<file path="config.mk">
export PLATFORM = sky130hd
export DESIGN_NAME = lsc_supply_ctrl
export DESIGN_NICKNAME = d
export VERILOG_FILES = /design/src/lsc_supply_ctrl.v
export VERILOG_INCLUDE_DIRS = /design/src /design/src/src
export SDC_FILE = /design/constraint.sdc
export NUM_CORES = 1
export LEC_CHECK = 0
export BUFFER_PORTS_ARGS = -buffer_cell sky130_fd_sc_hd__clkbuf_2
export CORE_ASPECT_RATIO = 1.5
export CORE_UTILIZATION = 55
export CTS_BUF_LIST = sky130_fd_sc_hd__clkbuf_8
export DETAILED_ROUTE_END_ITERATION = 8
export PLACE_DENSITY = 0.76
export SLEW_MARGIN = 20
export SYNTH_ARGS = -nofsm -noshare
export SYNTH_HDL_FRONTEND = slang
export SYNTH_SLANG_ARGS = --single-unit
export TNS_END_PERCENT = 5
</file>
<file path="constraint.sdc">
create_clock -name sys_clk_in -period 2.82 [get_ports sys_clk_in]
set_clock_uncertainty 0.1 [all_clocks]
set_input_delay 0.141 -clock sys_clk_in [delete_from_list [all_inputs] [get_ports sys_clk_in]]
set_output_delay 0.141 -clock sys_clk_in [all_outputs]
set_load 0.02 [all_outputs]
</file>
<file path="src/lsc_consts.vh">
`ifndef LSC_CONSTS_VH
`define LSC_CONSTS_VH
// Slave address base; the strap band adds 0..3 to it
`define LSC_ADDR_BASE 7'h08
// Control byte field positions
`define LSC_BIT_STATIC_LIMIT 7
`define LSC_BIT_CURRENT_LOW 6
`define LSC_BIT_TONE_FORCE 5
`define LSC_BIT_LINE_COMP 4
`define LSC_BIT_VOLT_SEL 3
`define LSC_BIT_POWER_EN 2
`define LSC_BIT_OVERTEMP 1
`define LSC_BIT_OVERLOAD 0
// Writable bits mask and reset value
`define LSC_WRITE_MASK 8'hfc
`define LSC_CTRL_RESET 8'h00
// Output level codes: 0=13V, 1=18V, 2=14V, 3=19V
`define LSC_LEVEL_13V 2'h0
`define LSC_LEVEL_18V 2'h1
`define LSC_LEVEL_14V 2'h2
`define LSC_LEVEL_19V 2'h3
// Fastest bus bit rate in kbit/s and system clock in kHz
`define LSC_MAX_RATE_KBPS 400
`define LSC_CLK_KHZ 100000
// Least system clocks per bus bit, rounded up
`define LSC_MIN_BIT_CYCLES ((`LSC_CLK_KHZ + `LSC_MAX_RATE_KBPS - 1) / `LSC_MAX_RATE_KBPS)
`endif

</file>
<file path="src/lsc_supply_ctrl.v">
`include "lsc_consts.vh"
`timescale 1ns/1ps
`default_nettype none
module lsc_supply_ctrl (
  input wire sys_clk_in,
  input wire rst_b_in,
  input wire scl_in,
  input wire sda_in,
  output reg sda_out,
  output reg sda_oe_out,
  input wire [1:0] addr_strap_in,
  input wire supply_ok_in,
  input wire current_limit_in,
  input wire thermal_trip_in,
  input wire tone_gate_in,
  input wire tone_sense_in,
  output reg tone_detect_out,
  output reg tone_detect_oe_out,
  output reg tone_on_out,
  output reg power_enable_out,
  output reg loop_through_closed_out,
  output reg [1:0] level_sel_out,
  output reg current_limit_low_out,
  output reg static_limit_mode_out,
  output reg [7:0] control_byte_out
);
  // Protocol states
  localparam ST_IDLE = 3'h0;
  localparam ST_ADDR = 3'h1;
  localparam ST_AACK = 3'h2;
  localparam ST_WDATA = 3'h3;
  localparam ST_WACK = 3'h4;
  localparam ST_RDATA = 3'h5;
  localparam ST_RACK = 3'h6;

  // Two-flop synchronisers for all asynchronous inputs, one vector per stage
  reg [8:0] sync_a;
  reg [8:0] sync_b;
  reg scl_d; // Previous synchronised clock, for edge finding
  reg sda_d; // Previous synchronised data, for start/stop finding
  reg [2:0] state; // Protocol state
  reg [2:0] bit_cnt; // Index of current bit in byte, counting down from 7
  reg [7:0] shift; // Receive shift register
  reg [7:0] tx; // Transmit shift register
  reg [5:0] ctrl_hi; // Writable upper six bits
  reg is_read; // Transfer direction latched from address byte
  // Eighth bit is in; the next falling clock decides the acknowledge.
  // A bare count cannot tell this apart from the fall that follows a start.
  reg byte_full;
  wire [8:0] raw_in;
  wire scl_s;
  wire sda_s;
  wire [1:0] strap_s;
  wire sup_s;
  wire lim_s;
  wire therm_s;
  wire gate_s;
  wire sense_s;
  wire scl_rise;
  wire scl_fall;
  wire start_cond;
  wire stop_cond;
  wire [7:0] ctrl_full;
  wire [6:0] my_addr;

  assign raw_in = {scl_in, sda_in, addr_strap_in, supply_ok_in, current_limit_in,
                   thermal_trip_in, tone_gate_in, tone_sense_in};
  assign {scl_s, sda_s, strap_s, sup_s, lim_s, therm_s, gate_s, sense_s} = sync_b;

  // Synchronise every pin; only the second stage is read by logic
  always @(posedge sys_clk_in or negedge rst_b_in) begin
    if (!rst_b_in) begin
      sync_a <= 9'h180;
      sync_b <= 9'h180;
      scl_d <= 1'b1;
      sda_d <= 1'b1;
    end else begin
      sync_a <= raw_in;
      sync_b <= sync_a;
      scl_d <= scl_s;
      sda_d <= sda_s;
    end
  end

  // Edges and bus conditions; the sampled clock is 250x the fastest bit rate
  assign scl_rise = scl_s & ~scl_d;
  assign scl_fall = ~scl_s & scl_d;
  assign start_cond = scl_s & scl_d & sda_d & ~sda_s;
  assign stop_cond = scl_s & scl_d & ~sda_d & sda_s;
  // Strap band picks one of four consecutive addresses
  assign my_addr = `LSC_ADDR_BASE + {5'h00, strap_s};
  // Flags reflect live protection state, never stored writes
  assign ctrl_full = {ctrl_hi, therm_s, lim_s};

  // Byte-level protocol engine
  always @(posedge sys_clk_in or negedge rst_b_in) begin
    if (!rst_b_in) begin
      state <= ST_IDLE;
      bit_cnt <= 3'h7;
      shift <= 8'h00;
      tx <= 8'h00;
      ctrl_hi <= 6'h00;
      is_read <= 1'b0;
      byte_full <= 1'b0;
      sda_out <= 1'b0;
      sda_oe_out <= 1'b0;
    end else if (!sup_s) begin
      // Undervoltage: byte cleared, bus ignored until supply recovers
      state <= ST_IDLE;
      ctrl_hi <= 6'h00;
      sda_oe_out <= 1'b0;
    end else if (start_cond) begin
      // Start (or repeated start) restarts address reception whenever supply is good
      state <= ST_ADDR;
      bit_cnt <= 3'h7;
      byte_full <= 1'b0; // Partial byte from before the start is dropped
      sda_oe_out <= 1'b0;
    end else if (stop_cond) begin
      state <= ST_IDLE;
      sda_oe_out <= 1'b0;
    end else begin
      case (state)
        ST_ADDR, ST_WDATA: begin
          if (scl_rise) begin
            shift <= {shift[6:0], sda_s};
            bit_cnt <= bit_cnt - 3'h1;
            // Last of eight rises completes the byte
            if (bit_cnt == 3'h0) begin
              byte_full <= 1'b1;
            end
          end
          // After eighth bit, at falling clock, decide on acknowledge
          if (scl_fall && byte_full) begin
            byte_full <= 1'b0;
            if (state == ST_ADDR) begin
              if (shift[7:1] == my_addr) begin
                sda_out <= 1'b0;
                sda_oe_out <= 1'b1;
                is_read <= shift[0];
                state <= ST_AACK;
              end else begin
                state <= ST_IDLE; // Not ours: stay off the bus
              end
            end else begin
              // Full byte in hand: only the upper six bits land
              ctrl_hi <= shift[7:2];
              sda_out <= 1'b0;
              sda_oe_out <= 1'b1;
              state <= ST_WACK;
            end
          end
        end
        ST_AACK, ST_WACK: begin
          // Release ack after the ninth clock; preload readback if reading
          if (scl_fall) begin
            bit_cnt <= 3'h7;
            if (state == ST_AACK && is_read) begin
              tx <= {ctrl_full[6:0], 1'b0};
              sda_out <= ctrl_full[7];
              sda_oe_out <= ~ctrl_full[7];
              state <= ST_RDATA;
            end else begin
              sda_oe_out <= 1'b0;
              state <= ST_WDATA;
            end
          end
        end
        ST_RDATA: begin
          // Open-drain: drive only zeros, release for ones
          if (scl_fall) begin
            if (bit_cnt == 3'h0) begin
              sda_oe_out <= 1'b0;
              state <= ST_RACK;
            end else begin
              sda_out <= tx[7];
              sda_oe_out <= ~tx[7];
              tx <= {tx[6:0], 1'b0};
              bit_cnt <= bit_cnt - 3'h1;
            end
          end
        end
        ST_RACK: begin
          // Ninth clock: master ack sends another copy, nack ends
          if (scl_rise) begin
            if (!sda_s) begin
              state <= ST_AACK;
              is_read <= 1'b1;
            end else begin
              state <= ST_IDLE;
            end
          end
        end
        default: begin
          state <= ST_IDLE;
        end
      endcase
    end
  end

  // Power-stage controls, all registered
  always @(posedge sys_clk_in or negedge rst_b_in) begin
    if (!rst_b_in) begin
      power_enable_out <= 1'b0;
      loop_through_closed_out <= 1'b1;
      level_sel_out <= `LSC_LEVEL_13V;
      current_limit_low_out <= 1'b0;
      static_limit_mode_out <= 1'b0;
      tone_on_out <= 1'b0;
      tone_detect_out <= 1'b0;
      tone_detect_oe_out <= 1'b0;
      control_byte_out <= `LSC_CTRL_RESET;
    end else begin
      power_enable_out <= ctrl_full[`LSC_BIT_POWER_EN] & sup_s;
      loop_through_closed_out <= ~(ctrl_full[`LSC_BIT_POWER_EN] & sup_s);
      // Level code: {line comp, volt select} gives 13/18/14/19 V
      level_sel_out <= {ctrl_full[`LSC_BIT_LINE_COMP], ctrl_full[`LSC_BIT_VOLT_SEL]};
      current_limit_low_out <= ctrl_full[`LSC_BIT_CURRENT_LOW];
      static_limit_mode_out <= ctrl_full[`LSC_BIT_STATIC_LIMIT];
      // Tone follows gate pin unless forced; nothing while power is off
      tone_on_out <= ctrl_full[`LSC_BIT_POWER_EN] &
                     (ctrl_full[`LSC_BIT_TONE_FORCE] | gate_s);
      // Open drain: pull low while tone sensed, else release
      tone_detect_out <= 1'b0;
      tone_detect_oe_out <= sense_s;
      control_byte_out <= ctrl_full;
    end
  end
endmodule
`default_nettype wire

</file>
==> impl_metrics.csv <==
group,metric,value,unit
outcome,status,"finished clean",
sta,hold_viol,0,
logic_synthesis,syn_area,2730,sq um
sta,period_needed,2.21,ns
sta,fmax,452,MHz
die,die-area,5250,sq um
logic_synthesis,yosys_warnings,0,
clocking,clk_latency,0.34,ns
critical_path,critPathMaxStageDelay,0.56,ns
route,drt_pass1_iterations,4,
final_layout,antenna_cells,0,
route,ant_nets,0,
critical_path,worst_path_max_delay_cell,"or4b_4",
logic_synthesis,synthCells,223,
final_layout,fillCellCount,386,
logic_synthesis,ys_seq_elements,63,
global_route,grt_use_met1,0.234,
clocking,cts-resized-gates,0,
clocking,clkTransAtPathRegs,0.07,ns
route,drt_first_iter_violations,50,
route,via_per_inst,5.18,
die,die_w,59.5,um
logic_synthesis,synthArstFlopShare,1.00,
critical_path,cp.required,2.93,ns
die,rows,31,
clocking,cts_buffers,9,
global_route,track_usage,0.209,
global_route,grt-busiest-layer,"met2",
route,wire_per_inst,13.9,um
die,start_util,0.567,
logic_synthesis,synth_area_leaders,"dfrtp_1 49%, dfstp_2 9.6%, mux2_1 4.1%",
sta,fin_crit_sh,0.785,
logic_synthesis,seq_area_frac_synth,0.583,
logic_synthesis,synth_top_area_cell,"dfrtp_1",
final_layout,multi_input_area,1000,sq um
clocking,clockBufferDepth,2,
power_and_ir_drop,p_per_area,559,nW/um^2
sta,final_max_slew_viol_count,0,
global_route,grt_start_max_net_pins,37,
die,core,4810,sq um
clocking,cts_sinks,63,
final_layout,ff_latch_area,1590,sq um
global_route,grt_pass1_wl,7780,um
global_route,grt.overflow.total,0,
logic_synthesis,synth_top_area_frac,0.486,
critical_path,path_class,"register to register",
min_path,min_path_type,"input port to asynchronous set/reset pin",
logic_synthesis,synth_flop_cell,"dfrtp_1",
logic_synthesis,syn_nets,236,
logic_synthesis,ys_types,49,
place,hpwlAfterDp,3200,um
final_layout,nets,275,
critical_path,startpoint_type,"register",
clocking,post_cts_buffers,0,
clocking,ctsHoldBuffers,10,
route,vias,1725,
route,finalWirelength,4640,um
logic_synthesis,synth_edf_count,0,
sta,setup_ws,0.606,ns
clocking,cts_htree_levels,3,
power_and_ir_drop,total_leakage_power,1.48,nW
critical_path,setup.worst_path.end_class,"register",
logic_synthesis,syn-mean-instance-area,12.2,sq um
sta,setup_tns,0,ns
final_layout,area_delta_synth_final,15.7,%
global_route,met3_usage,0.0643,
die,die_h,88.3,um
critical_path,cp.arrival,2.33,ns
place,place_congestion,0.915,
critical_path,cp_cell_sequence,"or4b_4 -> nor4_4 -> a21oi_1 -> nor3_1 -> mux2_1",
sta,maxSlewHeadroom,0.594,
place,portBuffers,28,
clocking,clockRootBuffer,"clkbuf_8",
clocking,cts_tree,"yes",
power_and_ir_drop,ir_drop,0.428,mV
sta,rsz0062_at_grt,"false",
global_route,gr-usage-met2,0.345,
flow_run,drv_cap,0,
final_layout,layout-drive-gt1-share,0.251,
global_route,antenna_found_initial,0,
critical_path,crit_fanout,4,
sta,final-setup-viol-count,0,
route,drcViolationCount,0,
place,preCtsSetupSlack,0.611,ns
global_route,grt_pass1_vias,1696,
sta,tightest_slew,0.607,ns
die,ios,30,
[layer usage]
layer	wire length (um)	vias up
met4	128	0
met1	2000	825
met2	2370	33
met3	143	12
met5	0	-
li1	-	855
[cell type report]
type / count / share of cell area
tap: 66 / 0.0262
timing repair buffer: 42 / 0.0856
clock buffer: 9 / 0.0393
inverter: 7 / 0.00833
multi-input combinational: 139 / 0.318
clock inverter: 7 / 0.0190
sequential: 63 / 0.504
[placed cells by master (no fill, tap or decap), types with 3 or more instances in the layout]
cell type and count:
dfrtp_1 53, clkbuf_2 28, a21oi_1 19, nor2_1 15, mux2i_1 11, inv_1 10, nor2b_1 10, mux2_1 10
dfstp_2 10, dlygate4sd3_1 10, clkbuf_8 9, nand2b_1 7, nand2_1 5, o21ai_1 5, o21ai_0 5, o21a_1 4
nand3_1 4, buf_4 4, nand3b_1 3, a31oi_1 3, a21o_1 3
[stage by stage]
stage | instances | cell area, sq um | power [mW] | hold WS (ns) | utilization
2_1_floorplan | 223 | 2730 | 1.01 | -0.255 | -
3_3_place_gp | 307 | 2870 | 1.05 | -0.0312 | 0.597
3_5_place_dp | 307 | 2870 | 1.05 | -0.0136 | 0.597
4_1_cts | 333 | 3160 | 1.78 | 0.159 | 0.656
5_1_grt | 333 | 3160 | 1.83 | 0.177 | 0.656
6_report | 333 | 3160 | 1.76 | 0.154 | 0.656
[report_power, final]
group / internal [mW] / total [mW] / leakage (nW) / switching [mW]
clock network: 0.396 / 0.718 / 0.107 / 0.322
logic: 0.0387 / 0.0907 / 0.568 / 0.0520
registers: 0.938 / 0.956 / 0.806 / 0.0173
[synthesized netlist by cell type, types with 2 or more instances]
master	instances
a21o_1	3
nand2_1	5
mux2_1	10
a31oi_1	3
buf_2	3
buf_4	6
a21oi_1	19
nor3b_1	2
ha_1	2
nand3_1	4
buf_6	4
o21a_1	4
a211oi_1	2
nor2b_1	10
o21ai_0	5
dfrtp_1	53
o22ai_1	2
nand2b_1	7
and2_1	2
inv_1	7
nor2_1	15
o2bb2ai_1	2
xor2_1	2
o21ai_1	5
mux2i_1	11
dfstp_2	10
nand3b_1	3
[cells by family after synthesis]
kind of cell | Yosys count | synth area share
flip-flops | 63 | 0.583
AND/OR/NAND/NOR | 59 | 0.133
AO/OA/AOI/OAI | 52 | 0.128
multiplexers | 22 | 0.0872
buffers and inverters | 21 | 0.0495
XOR/XNOR | 3 | 0.00963
adder cells (fa/ha/maj) | 2 | 0.00917
other | 1 | 0.00137
[path summary, 6_finish.rpt]
path                                           start  cells after the start  slack, ns                       endpoint
worst max-delay path            shift[3]$_DFFE_PN0P_                      5       0.61            is_read$_DFFE_PN0P_
worst min register to register   sync_a[6]$_DFF_PN0_                      0       0.24            sync_b[6]$_DFF_PN0_
min in group sys_clk_in          sync_a[6]$_DFF_PN0_                      0       0.24            sync_b[6]$_DFF_PN0_
worst min-delay path                        rst_b_in                      2       0.15  control_byte_out[1]$_DFF_PN0_
worst max register to register  shift[3]$_DFFE_PN0P_                      5       0.61            is_read$_DFFE_PN0P_
max in group asynchronous                   rst_b_in                      3       1.65                sda_d$_DFF_PN1_
[flip-flops by register name, indices dropped and copies added (netlist names), 3 cells and up]
register,flops
shift,8
ctrl_hi,6
sync_a,9
tx,7
bit_cnt,3
control_byte_out,8
state,3
sync_b,9
[worst max-delay path, delay by kind of cell (launching register included)]
kind	cells	cell delay, ns
flops	1	0.42
compound gates	1	0.12
simple gates	3	1.10
mux	1	0.35
(Power assumes the default switching activity.)
